**src/hw/cmdt_pkg.sv**
```systemverilog
// Shared constants of the CAN mask, data window and timer register slice.
// Assumes an 8-bit special function register bus on the core clock.
package cmdt_pkg;
	// Register addresses on the special function register bus
	localparam logic [7:0] ADDR_TIMER_PRESCALER = 8'hA1;
	localparam logic [7:0] ADDR_MESSAGE_DATA_WINDOW = 8'hA3;
	localparam logic [7:0] ADDR_TIME_TRIGGER_LOW = 8'hA4;
	localparam logic [7:0] ADDR_TIME_TRIGGER_HIGH = 8'hA5;
	localparam logic [7:0] ADDR_MESSAGE_TIMER_LOW = 8'hAC;
	localparam logic [7:0] ADDR_MESSAGE_TIMER_HIGH = 8'hAD;
	localparam logic [7:0] ADDR_TIME_STAMP_LOW = 8'hAE;
	localparam logic [7:0] ADDR_TIME_STAMP_HIGH = 8'hAF;
	localparam logic [7:0] ADDR_ACCEPTANCE_MASK_FOUR = 8'hC7;

	// Field layout of the fourth acceptance mask register
	localparam int IDENT_MASK_HI = 7;
	localparam int IDENT_MASK_LO = 3;
	localparam int IDENT_MASK_W = IDENT_MASK_HI - IDENT_MASK_LO + 1;
	localparam int REMOTE_MASK_BIT = 2;
	localparam int EXT_MASK_BIT = 0;
	localparam logic [7:0] MASK_FOUR_STORED = 8'hFD;

	// Reset values
	localparam logic [7:0] PRESCALER_RESET = 8'h00;
	localparam logic [15:0] TIMER_RESET = 16'h0000;
	localparam logic [7:0] READ_IDLE = 8'h00;

	// Mailbox and data path geometry
	localparam int PAGE_W = 2;
	localparam int BYTE_W = 3;
	localparam int MAILBOX_SIZE = 32;
	localparam int DATA_W = 8;
	localparam int FIFO_WIDTH = PAGE_W + BYTE_W + DATA_W;
	localparam int FIFO_DEPTH = 8;
endpackage

```
**src/hw/cmdt_stream_if.sv**
```systemverilog
// Valid/ready stream carrying received bytes between the slice's modules.
// Assumes both ends run on the same clock.
`timescale 1ns/100ps
interface cmdt_stream_if #(parameter int WIDTH = 8);
	logic valid;
	logic ready;
	logic [WIDTH-1:0] data;
	modport src (output valid, output data, input ready);
	modport snk (input valid, input data, output ready);
endinterface

```
**src/hw/cmdt_fifo.sv**
```systemverilog
// Small synchronous FIFO in flip-flops with valid/ready on both sides.
// Assumes one clock and an active-low synchronous reset.
`timescale 1ns/100ps
module cmdt_fifo #(
	parameter int WIDTH = 13,
	parameter int DEPTH = 8
) (
	input wire logic clk_i,
	input wire logic rst_n_i,
	cmdt_stream_if.snk fill,
	cmdt_stream_if.src drain
);
	localparam int AW = $clog2(DEPTH);
	localparam logic [AW:0] DEPTH_C = (AW + 1)'(DEPTH);
	localparam logic [AW-1:0] LAST_C = AW'(DEPTH - 1);

	logic [WIDTH-1:0] store [DEPTH];
	logic [AW-1:0] wr_ptr, next_wr_ptr;
	logic [AW-1:0] rd_ptr, next_rd_ptr;
	logic [AW:0] count, next_count;
	logic push, pop;

	assign fill.ready = (count != DEPTH_C);
	assign drain.valid = (count != '0);
	assign drain.data = store[rd_ptr];
	assign push = fill.valid && fill.ready;
	assign pop = drain.valid && drain.ready;

	always_comb
	begin
		next_wr_ptr = wr_ptr;
		next_rd_ptr = rd_ptr;
		next_count = count;
		if (push)
		begin
			next_wr_ptr = (wr_ptr == LAST_C) ? '0 : wr_ptr + 1'b1;
		end
		if (pop)
		begin
			next_rd_ptr = (rd_ptr == LAST_C) ? '0 : rd_ptr + 1'b1;
		end
		if (push && !pop)
		begin
			next_count = count + 1'b1;
		end
		else if (pop && !push)
		begin
			next_count = count - 1'b1;
		end
	end

	always_ff @(posedge clk_i)
	begin
		if (!rst_n_i)
		begin
			wr_ptr <= '0;
			rd_ptr <= '0;
			count <= '0;
		end
		else
		begin
			wr_ptr <= next_wr_ptr;
			rd_ptr <= next_rd_ptr;
			count <= next_count;
		end
	end

	// Payload needs no reset; only the pointers and the count define what is valid
	always_ff @(posedge clk_i)
	begin
		if (push)
		begin
			store[wr_ptr] <= fill.data;
		end
	end
endmodule

```
**src/hw/cmdt_regs.sv**
```systemverilog
// Mask, message data window and timer registers of the CAN controller.
// Assumes the rest of the controller supplies page, index, tags and ticks.
//
// Behaviour
// - A cleared mask bit forces its identifier, remote or extension compare true; set compares.
// - The acceptance mask is applied only to received frames, never during transmission.
// - Mask, mailbox data and time stamp storage are left uninitialised by reset.
// - The data window reads and writes the mailbox byte at the selected page and index.
// - With auto-increment each data access advances the byte pointer 0 to 7 and wraps.
// - An 8-bit read/write prescaler, reset to zero, divides the message timer tick.
// - The 16-bit message timer reads as two read-only bytes, both reset to zero.
// - The 16-bit time stamp reads as two bytes that software cannot write.
// - The 16-bit time trigger timer reads as two read-only bytes cleared by reset.
// - The tag bits and remote tag are compared only where the mask bits enable it.
`timescale 1ns/100ps
module cmdt_regs
	import cmdt_pkg::*;
(
	input wire logic CLK_I,
	input wire logic RST_N_I,
	input wire logic [7:0] SFR_ADDR_I,
	input wire logic SFR_WR_I,
	input wire logic SFR_RD_I,
	input wire logic [7:0] SFR_WDATA_I,
	output logic [7:0] SFR_RDATA_O,
	input wire logic [PAGE_W-1:0] PAGE_I,
	input wire logic [BYTE_W-1:0] INDEX_I,
	input wire logic INDEX_LOAD_I,
	input wire logic AUTOINC_I,
	output logic [BYTE_W-1:0] INDEX_O,
	input wire logic BASE_TICK_I,
	input wire logic STAMP_CAPTURE_I,
	input wire logic TTC_SYNC_I,
	input wire logic RX_CHECK_I,
	input wire logic TX_ACTIVE_I,
	input wire logic [IDENT_MASK_W-1:0] RX_IDENT_I,
	input wire logic RX_REMOTE_I,
	input wire logic RX_EXT_I,
	input wire logic [IDENT_MASK_W-1:0] TAG_IDENT_I,
	input wire logic TAG_REMOTE_I,
	input wire logic TAG_EXT_I,
	output logic RX_MATCH_VALID_O,
	output logic RX_MATCH_O,
	input wire logic RX_BYTE_VALID_I,
	output logic RX_BYTE_READY_O,
	input wire logic [PAGE_W-1:0] RX_BYTE_PAGE_I,
	input wire logic [BYTE_W-1:0] RX_BYTE_INDEX_I,
	input wire logic [DATA_W-1:0] RX_BYTE_I,
	input wire logic [PAGE_W-1:0] TX_BYTE_PAGE_I,
	input wire logic [BYTE_W-1:0] TX_BYTE_INDEX_I,
	output logic [DATA_W-1:0] TX_BYTE_O
);
	logic [7:0] timer_prescaler, next_timer_prescaler;
	logic [7:0] presc_count, next_presc_count;
	logic [15:0] message_timer_value, next_message_timer_value;
	logic [15:0] time_trigger_count, next_time_trigger_count;
	logic [15:0] stamp_value, next_stamp_value;
	logic [7:0] acceptance_mask_four, next_acceptance_mask_four;
	logic [BYTE_W-1:0] byte_index, next_byte_index;
	logic [7:0] rdata, next_rdata;
	logic match_valid, next_match_valid;
	logic match, next_match;
	logic [DATA_W-1:0] tx_byte, next_tx_byte;
	logic [DATA_W-1:0] mailbox_byte [MAILBOX_SIZE];
	logic [PAGE_W+BYTE_W-1:0] cpu_slot;
	logic [PAGE_W+BYTE_W-1:0] rx_slot;
	logic [DATA_W-1:0] rx_data;
	logic window_wr, window_rd, mask_wr, presc_wr;
	logic [IDENT_MASK_W-1:0] identifier_mask_bits;
	logic remote_request_mask, extension_flag_mask;
	logic ident_ok, remote_ok, ext_ok;
	logic drain_take;

	cmdt_stream_if #(.WIDTH(FIFO_WIDTH)) rx_fill ();
	cmdt_stream_if #(.WIDTH(FIFO_WIDTH)) rx_drain ();

	// Decoded bus strobes
	assign window_wr = SFR_WR_I && (SFR_ADDR_I == ADDR_MESSAGE_DATA_WINDOW);
	assign window_rd = SFR_RD_I && (SFR_ADDR_I == ADDR_MESSAGE_DATA_WINDOW);
	assign mask_wr = SFR_WR_I && (SFR_ADDR_I == ADDR_ACCEPTANCE_MASK_FOUR);
	assign presc_wr = SFR_WR_I && (SFR_ADDR_I == ADDR_TIMER_PRESCALER);

	assign cpu_slot = {PAGE_I, byte_index};

	// Received bytes queue up while software owns the mailbox write port
	assign rx_fill.valid = RX_BYTE_VALID_I;
	assign rx_fill.data = {RX_BYTE_PAGE_I, RX_BYTE_INDEX_I, RX_BYTE_I};
	assign RX_BYTE_READY_O = rx_fill.ready;
	assign rx_drain.ready = !window_wr;
	assign drain_take = rx_drain.valid && rx_drain.ready;
	assign rx_slot = rx_drain.data[FIFO_WIDTH-1:DATA_W];
	assign rx_data = rx_drain.data[DATA_W-1:0];

	cmdt_fifo #(
		.WIDTH(FIFO_WIDTH),
		.DEPTH(FIFO_DEPTH)
	) u_rx_fifo (
		.clk_i(CLK_I),
		.rst_n_i(RST_N_I),
		.fill(rx_fill.snk),
		.drain(rx_drain.src)
	);

	// Mailbox storage: software writes win, the queued byte waits until window writes stop
	for (genvar slot = 0; slot < MAILBOX_SIZE; slot++)
	begin : g_mailbox
		logic [DATA_W-1:0] next_entry;
		always_comb
		begin
			next_entry = mailbox_byte[slot];
			if (window_wr && (cpu_slot == (PAGE_W + BYTE_W)'(slot)))
			begin
				next_entry = SFR_WDATA_I;
			end
			else if (drain_take && (rx_slot == (PAGE_W + BYTE_W)'(slot)))
			begin
				next_entry = rx_data;
			end
		end
		always_ff @(posedge CLK_I)
		begin
			mailbox_byte[slot] <= next_entry;
		end
	end

	// Byte pointer of the data window
	always_comb
	begin
		next_byte_index = byte_index;
		if (INDEX_LOAD_I)
		begin
			next_byte_index = INDEX_I;
		end
		else if (AUTOINC_I && (window_wr || window_rd))
		begin
			next_byte_index = byte_index + 1'b1;
		end
	end

	// Mask register; reserved bit 1 is not stored and reads zero
	always_comb
	begin
		next_acceptance_mask_four = acceptance_mask_four;
		if (mask_wr)
		begin
			next_acceptance_mask_four = SFR_WDATA_I & MASK_FOUR_STORED;
		end
	end

	always_ff @(posedge CLK_I)
	begin
		acceptance_mask_four <= next_acceptance_mask_four;
	end

	assign identifier_mask_bits = acceptance_mask_four[IDENT_MASK_HI:IDENT_MASK_LO];
	assign remote_request_mask = acceptance_mask_four[REMOTE_MASK_BIT];
	assign extension_flag_mask = acceptance_mask_four[EXT_MASK_BIT];

	// Acceptance of the low identifier bits, remote and extension flags
	assign ident_ok = ((RX_IDENT_I ^ TAG_IDENT_I) & identifier_mask_bits) == '0;
	assign remote_ok = !remote_request_mask || (RX_REMOTE_I == TAG_REMOTE_I);
	assign ext_ok = !extension_flag_mask || (RX_EXT_I == TAG_EXT_I);

	always_comb
	begin
		next_match_valid = 1'b0;
		next_match = match;
		// Transmit frames never consult the mask
		if (RX_CHECK_I && !TX_ACTIVE_I)
		begin
			next_match_valid = 1'b1;
			next_match = ident_ok && remote_ok && ext_ok;
		end
	end

	// Prescaler and timers
	always_comb
	begin
		next_timer_prescaler = timer_prescaler;
		next_presc_count = presc_count;
		next_message_timer_value = message_timer_value;
		next_time_trigger_count = time_trigger_count;
		if (presc_wr)
		begin
			next_timer_prescaler = SFR_WDATA_I;
		end
		if (BASE_TICK_I)
		begin
			if (presc_count >= timer_prescaler)
			begin
				next_presc_count = 8'h00;
				next_message_timer_value = message_timer_value + 1'b1;
			end
			else
			begin
				next_presc_count = presc_count + 1'b1;
			end
		end
		if (TTC_SYNC_I)
		begin
			next_time_trigger_count = message_timer_value;
		end
	end

	always_comb
	begin
		next_stamp_value = stamp_value;
		if (STAMP_CAPTURE_I)
		begin
			next_stamp_value = message_timer_value;
		end
	end

	always_ff @(posedge CLK_I)
	begin
		stamp_value <= next_stamp_value;
	end

	// Read path; unmapped addresses read zero, timers have no write path
	always_comb
	begin
		next_rdata = rdata;
		if (SFR_RD_I)
		begin
			unique case (SFR_ADDR_I)
				ADDR_TIMER_PRESCALER: next_rdata = timer_prescaler;
				ADDR_MESSAGE_DATA_WINDOW: next_rdata = mailbox_byte[cpu_slot];
				ADDR_TIME_TRIGGER_LOW: next_rdata = time_trigger_count[7:0];
				ADDR_TIME_TRIGGER_HIGH: next_rdata = time_trigger_count[15:8];
				ADDR_MESSAGE_TIMER_LOW: next_rdata = message_timer_value[7:0];
				ADDR_MESSAGE_TIMER_HIGH: next_rdata = message_timer_value[15:8];
				ADDR_TIME_STAMP_LOW: next_rdata = stamp_value[7:0];
				ADDR_TIME_STAMP_HIGH: next_rdata = stamp_value[15:8];
				ADDR_ACCEPTANCE_MASK_FOUR: next_rdata = acceptance_mask_four;
				default: next_rdata = READ_IDLE;
			endcase
		end
	end

	assign next_tx_byte = mailbox_byte[{TX_BYTE_PAGE_I, TX_BYTE_INDEX_I}];

	always_ff @(posedge CLK_I)
	begin
		if (!RST_N_I)
		begin
			timer_prescaler <= PRESCALER_RESET;
			presc_count <= PRESCALER_RESET;
			message_timer_value <= TIMER_RESET;
			time_trigger_count <= TIMER_RESET;
		end
		else
		begin
			timer_prescaler <= next_timer_prescaler;
			presc_count <= next_presc_count;
			message_timer_value <= next_message_timer_value;
			time_trigger_count <= next_time_trigger_count;
		end
	end

	always_ff @(posedge CLK_I)
	begin
		if (!RST_N_I)
		begin
			byte_index <= '0;
		end
		else
		begin
			byte_index <= next_byte_index;
		end
	end

	always_ff @(posedge CLK_I)
	begin
		if (!RST_N_I)
		begin
			rdata <= READ_IDLE;
		end
		else
		begin
			rdata <= next_rdata;
		end
	end

	always_ff @(posedge CLK_I)
	begin
		if (!RST_N_I)
		begin
			match_valid <= 1'b0;
			match <= 1'b0;
		end
		else
		begin
			match_valid <= next_match_valid;
			match <= next_match;
		end
	end

	always_ff @(posedge CLK_I)
	begin
		if (!RST_N_I)
		begin
			tx_byte <= '0;
		end
		else
		begin
			tx_byte <= next_tx_byte;
		end
	end

	assign SFR_RDATA_O = rdata;
	assign INDEX_O = byte_index;
	assign RX_MATCH_VALID_O = match_valid;
	assign RX_MATCH_O = match;
	assign TX_BYTE_O = tx_byte;
endmodule

```
**config.mk**
```make
export PLATFORM = sky130hd
export DESIGN_NAME = cmdt_regs
export DESIGN_NICKNAME = d
export VERILOG_FILES = /design/src/hw/cmdt_pkg.sv /design/src/hw/cmdt_stream_if.sv /design/src/hw/cmdt_fifo.sv /design/src/hw/cmdt_regs.sv
export SDC_FILE = /design/constraint.sdc
export NUM_CORES = 1
export LEC_CHECK = 0
export BUFFER_PORTS_ARGS = -buffer_cell sky130_fd_sc_hd__buf_4
export CAP_MARGIN = 10
export CORE_ASPECT_RATIO = 0.7
export CORE_MARGIN = 4
export CORE_UTILIZATION = 35
export DETAILED_ROUTE_END_ITERATION = 12
export PLACE_DENSITY_LB_ADDON = 0.12
export SETUP_SLACK_MARGIN = 0.4
export SLEW_MARGIN = 20
export SYNTH_ARGS = -nofsm -noshare
export SYNTH_HDL_FRONTEND = slang
export SYNTH_SLANG_ARGS = --single-unit
```
**constraint.sdc**
```tcl
create_clock -name CLK_I -period 5.55 [get_ports CLK_I]
set_input_delay 0.8325 -clock CLK_I [delete_from_list [all_inputs] [get_ports CLK_I]]
set_output_delay 0.8325 -clock CLK_I [all_outputs]
set_load 0.01 [all_outputs]
```
; ---- Yosys cells after proc, flatten, opt, wreduce, memory -nomap -nowiden
; Memories as Yosys holds them, arrays and structs flattened. A register that Yosys moved wholly into a read port is not among the register bits.
; Index checks and enable logic that the tools add are counted.
[totals]
reg_bits = 94
mem_bits_rw = 360
output_inout_bits = 22
elab_cells = 427
memories = 2
[op_classes]
addsub = 7
magnitude_cmp = 1
eq_ne = 108
muxes = 170
bitwise = 2
n_reduce_logical = 124
[mem_list]
columns = memory, words, width, read_ports, rd_clocked_by_memory_dff, write_ports, line
row1 = mailbox_byte, 32, 8, 2, 1, 1, cmdt_regs.sv:64  ; logic [DATA_W-1:0] mailbox_byte [MAILBOX_SIZE];
row2 = u_rx_fifo.store, 8, 13, 1, 1, 1, cmdt_fifo.sv:17  ; logic [WIDTH-1:0] store [DEPTH];
[op_table]
columns = operator, n
row1 = $mux 8, 96
row2 = $reduce_or 8->1, 31
row3 = $eq 5x5->1 const B, 32
row4 = $mux 5, 31
row5 = $eq 5x4->1 const B, 16
row6 = $logic_and 1x1->1, 76
row7 = $eq 8x8->1 const B, 9
row8 = $pmux 8 s9, 1
row9 = $ne 2x2->1 const B, 32
row10 = $eq 5x3->1 const B, 8
row11 = $mux 1, 34
row12 = $eq 5x2->1 const B, 4
row13 = $mux 3, 6
row14 = $add 16x1->16 const B, 1
row15 = $logic_not 5->1, 3
row16 = $eq 5x1->1 const B, 2
row17 = $add 3x1->3 const B, 3
row18 = $add 8x1->8 const B, 1
row19 = $ge 8x8->1, 1
row20 = $mux 4, 2
row21 = $logic_not 1->1, 7
row22 = $eq 3x3->1 const B, 2
row23 = $and 5x5->5, 1
row24 = $xor 5x5->5, 1
row25 = 8 further kinds, 12

; ---- Longest topological paths before layout
[logic_depth]
depth_word = 38
ltp_mapped = 12

; ---- Cells and area by module
; Synthesis repeated with hierarchy kept, for this count alone.
[hier_totals]
cells_unflattened = 1605
area_unflattened_um2 = 24163.2
[by_module_without_submodules]
columns = module, instances, cells_each, area_each_um2
row1 = cmdt_regs, 1, 1380, 19491.2
row2 = cmdt_fifo, 1, 225, 4672.0

; ---- Worst setup path before layout
; OpenSTA, ideal clock, no wires.
[synth_path]
path_type = in2reg
from = input SFR_ADDR_I[3]
to = register u_rx_fifo.count[3]
arrival_time_ps = 2941
t_required_ps = 5480
slack_ps = 2539
path_stages = 12
cell_sequence = buf_2 > nor2_2 > a41o_1 > clkbuf_1 > ha_1 > inv_1 > ha_1 > a21o_1 > a21oi_1 > xnor2_1 > or3_1 > a21oi_1
[synth_via]
elab_chain_len = 7
elab_cells_between_ends = 9
[synth_lines]
columns = item, line
row1 = start: declaration, cmdt_regs.sv:21  ; input wire logic [7:0] SFR_ADDR_I,
row2 = $eq 8x8->1 *, cmdt_regs.sv:78  ; assign window_wr = SFR_WR_I && (SFR_ADDR_I == ADDR_MESSAGE_DATA_WINDOW);
row3 = $logic_and 1x1->1 *, cmdt_regs.sv:78
row4 = $logic_not 1->1 *, cmdt_regs.sv:89  ; assign rx_drain.ready = !window_wr;
row5 = $logic_and 1x1->1 *, cmdt_fifo.sv:27  ; assign pop = drain.valid && drain.ready;
row6 = $logic_not 1->1, cmdt_fifo.sv:42  ; if (push && !pop)
row7 = $logic_and 1x1->1, cmdt_fifo.sv:42
row8 = $mux 4 / $reduce_bool 2->1 (equally long branches), -
row9 = end signal: assignment, cmdt_fifo.sv:64  ; count <= next_count;
row10 = end: declaration, cmdt_fifo.sv:20  ; logic [AW:0] count, next_count;
; Every way passes the cells marked *; elsewhere a longest branch is shown, timed or not.
; A chain may end at the register's enable or synchronous reset.

; ---- Worst setup path in the final report
[layout_path]
from = input SFR_ADDR_I[3]
to = memory mailbox_byte[11][0] (enable)
[layout_via]
elab_chain_len = 38
elab_cells_between_ends = 193
[layout_lines]
columns = item, line
row1 = $eq 8x8->1 *, cmdt_regs.sv:78
row2 = $logic_and 1x1->1 *, cmdt_regs.sv:78
row3 = $logic_not 1->1, cmdt_regs.sv:89
row4 = $logic_and 1x1->1, cmdt_regs.sv:90  ; assign drain_take = rx_drain.valid && rx_drain.ready;
row5 = $logic_and 1x1->1, cmdt_regs.sv:115  ; else if (drain_take && (rx_slot == (PAGE_W + BYTE_W)'(slot)))
row6 = $ne 2x2->1 (no line), -
row7 = $reduce_or 8->1 (no line), -
row8 = $mux 5 (no line) / $mux 1 (equally long branches) (31 in a row), -
row9 = end: declaration, cmdt_regs.sv:64
; Marks and branches as above.

==> run_results.csv <==
group,metric,value,unit
run_status,status,"completed",
timing,relSlewSlack,0.225,
logic_synthesis,synthMuxAreaShare,0.309,
logic_synthesis,netlist.area_leader.share,0.470,
final_layout,areaGrowthSynthToFinish,12.9,%
logic_synthesis,synth_ff_type,"edfxtp_1",
logic_synthesis,avgSynthCellArea,15.1,um^2
power,switching_power,3.55,mW
floorplanning,die_h,229,um
power,netSwitchingFraction,0.309,
hold_path,hold_depth,2,
clock_tree,cts-resized-gates,0,
clock_tree,cts_setup_buffers,0,
critical_path,crit_required,5.79,ns
timing,setup_tns,0,ns
routing,vias,15600,
critical_path,reg2regPathDepth,10,
logic_synthesis,yosys.area.top_type,"edfxtp_1",
power,p_comb_frac,0.295,
global_routing,track_usage,0.216,
critical_path,worstPathArrival,3.52,ns
critical_path,critPathMaxFanout,21,
logic_synthesis,async_flop_share,0,
critical_path,cp_top_family,"simple AND/OR/NAND/NOR gates",
clock_tree,tritoncts.num_buffers,50,
critical_path,critical_path.cell_chain,"buf_4, nor2_2, nand4_1, nor3_1, nand2_1, o21ai_1",
timing,post-route-period-util,0.591,
critical_path,slowest_delay,0.86,ns
critical_path,reg2reg_slack,2.33,ns
logic_synthesis,yosysUniqueCellTypes,72,
hold_path,hold_start,"INDEX_I[1]",
power,cellLeakagePower,9.28,nW
power,seqPwrFrac,0.404,
clock_tree,cts_sinks,465,
timing,clock_skew,0.0417,ns
final_layout,instances_no_fill,2605,
power,p_clk_frac,0.301,
global_routing,first_global_vias,15100,
floorplanning,initial_utilization,0.356,
logic_synthesis,synth_compound_area_frac,0.0436,
hold_path,hold_path_end,"INDEX_O[1]$_SDFFE_PN0P_",
critical_path,path_class,"in2reg",
critical_path,end_kind,"register",
power,ir_drop,0.298,mV
clock_tree,h-tree-depth,2,
global_routing,grt_max_degree,65,
placement,gp_congestion,0.923,
final_layout,multi_input_area,10600,um^2
run,cap_violations,0,
final_layout,finish.utilization,0.402,
critical_path,crit_buf_inv,1,
floorplanning,ios,87,
timing,hold_viol,0,
power,power,11.5,mW
critical_path,r2r-end,"u_rx_fifo.count[3]$_SDFFE_PN0P_",
logic_synthesis,syn_area,24500,um^2
logic_synthesis,syn_nets,1706,
logic_synthesis,synth_fa_ha_area_frac,0.0115,
logic_synthesis,synth.top_cells.by_count,"edfxtp_1 (383), mux2_2 (263), mux4_2 (147)",
floorplanning,num_rows,80,
logic_synthesis,synth-seq-cells,465,
logic_synthesis,ys_warn_count,0,
routing,antenna_left,0,
power,internal_power,7.95,mW
clock_tree,cts_max_path_buffers,3,
global_routing,antenna_found_initial,1,
logic_synthesis,synthXorXnorAreaFrac,0.00608,
floorplanning,die-area,74300,um^2
clock_tree,cts_root_buf,"clkbuf_16",
critical_path,cp.depth,6,
timing,setup_viol,0,
timing,timing.fmax,305,MHz
placement,placed_cells,2510,
routing,routed_wl,80900,um
logic_synthesis,syn_inst,1619,
floorplanning,die-width,324,um
timing,max_slew.worst_pin.slew,1.16,ns
routing,drt_pass1_iterations,7,
logic_synthesis,synth_edf_count,383,
placement,hpwl,53600,um
logic_synthesis,seq_area_frac_synth,0.537,
final_layout,fillers,6320,
clock_tree,ctsHoldBuffers,0,
logic_synthesis,synth-simple-area-share,0.0626,
routing,drt_iter0_drc,1792,
logic_synthesis,synth_area_leaders,"edfxtp_1 (47%), mux4_2 (14%), mux2_2 (12%)",
floorplanning,core,68800,um^2
global_routing,grt_pass1_wl,115000,um
timing,grt_setup_unrepaired,"false",
clock_tree,cts_tree,"built",
logic_synthesis,yosysMostFrequentCell,"edfxtp_1",
routing,wl_per_cell,31.1,um
critical_path,worstReg2RegStart,"u_rx_fifo.count[0]$_SDFFE_PN0P_",
clock_tree,clock_latency,0.64,ns
power,p_per_area,416,nW/um^2
timing,period_minus_slack,3.28,ns
global_routing,overflow,0,
timing,slew_viol_final,0,
hold_path,hold_class,"in2reg",
routing,drc,0,
critical_path,cp_slowest_cell,"nor3_1",
placement,io_buffers,86,
routing,viasPerCell,5.99,
final_layout,seq_area,13200,um^2
final_layout,fin_nets,1747,
critical_path,crit_path_start_kind,"input pin",
logic_synthesis,synth_top_family_by_area,"multiplexers",
final_layout,drive_gt1_frac,0.386,
clock_tree,clk_pin_slew_worst_paths,0.06,ns
[cell families (layout without fill, tap and decap cells)]
| logic type | count (synthesis) | count (layout) |
|---|---|---|
| multiplexers | 501 | 501 |
| flip-flops | 465 | 465 |
| AND/OR/NAND/NOR | 297 | 297 |
| buffers and inverters | 161 | 243 |
| AO/OA/AOI/OAI | 156 | 156 |
| adder cells (fa/ha/maj) | 22 | 22 |
| XOR/XNOR | 17 | 17 |
| other | 0 | 2 |
[flip-flops by register name, indices dropped and copies added (netlist names), named ones only]
| signal | cells |
|---|---|
| INDEX_O | 3 |
| RX_MATCH_O | 1 |
| RX_MATCH_VALID_O | 1 |
| SFR_RDATA_O | 8 |
| TX_BYTE_O | 8 |
| acceptance_mask_four | 7 |
| mailbox_byte | 256 |
| message_timer_value | 16 |
| presc_count | 8 |
| stamp_value | 16 |
| time_trigger_count | 16 |
| timer_prescaler | 8 |
| u_rx_fifo.count | 4 |
| u_rx_fifo.rd_ptr | 3 |
| u_rx_fifo.store | 104 |
| u_rx_fifo.wr_ptr | 3 |
[worst max path at each step]
stage	from	endpoint
2_1_floorplan	SFR_ADDR_I[3]	u_rx_fifo.count[3]$_SDFFE_PN0P_
3_3_place_gp	SFR_ADDR_I[6]	mailbox_byte[9][2]$_DFFE_PP_
3_5_place_dp	SFR_ADDR_I[3]	mailbox_byte[9][0]$_DFFE_PP_
4_1_cts	register	mailbox_byte[20][0]$_DFFE_PP_
5_1_grt	register	mailbox_byte[20][0]$_DFFE_PP_
6_report	SFR_ADDR_I[3]	mailbox_byte[11][0]$_DFFE_PP_
[cell type report]
type | instances | area share
Clock inverter | 36 | 0.0139
Timing Repair Buffer | 128 | 0.0348
Multi-Input combinational cell | 993 | 0.385
Inverter | 22 | 0.00299
Sequential cell | 465 | 0.476
Tap cell | 902 | 0.0408
Clock buffer | 57 | 0.0466
Antenna cell | 2 | 0.000181
[power by group through the flow]
stage                     combinational, mW  clock [mW]  sequential, mW
after global placement                 3.30           0            4.71
final                                  3.39        3.46            4.65
after global routing                   3.58        3.71            4.67
after floorplan                        2.32           0            4.60
after CTS                              3.36        3.54            4.65
after detailed placement               3.34           0            4.72
[metrics by stage]
step	worst slack, ns	instance area [um^2]	hold WS (ns)
after floorplan	2.54	24500	0.456
after global placement	1.83	26000	0.472
after detailed placement	1.74	26000	0.482
after CTS	1.94	27600	0.404
after global routing	2.16	27600	0.421
final	2.27	27600	0.438
[per-layer routing]
layer  share of wire  vias up  global-route usage
met4           0.020        2              0.0483
li1                -     6571                   -
met5         0.00016        -                   0
met1            0.46     8166               0.331
met2            0.41      768               0.294
met3            0.11      102              0.0730
[cells in the final DEF (no fill, tap or decap), types with 21 or more instances in the layout]
| master | instances |
|---|---|
| edfxtp_1 | 383 |
| mux2_2 | 263 |
| mux4_2 | 147 |
| buf_4 | 128 |
| nand2_1 | 91 |
| dfxtp_1 | 79 |
| mux2i_1 | 57 |
| clkbuf_16 | 50 |
| nor2_1 | 49 |
| o21ai_0 | 33 |
| a21oi_1 | 26 |
| mux4_1 | 22 |
| ha_1 | 21 |
No activity file was read; power rests on OpenSTA's default activity.
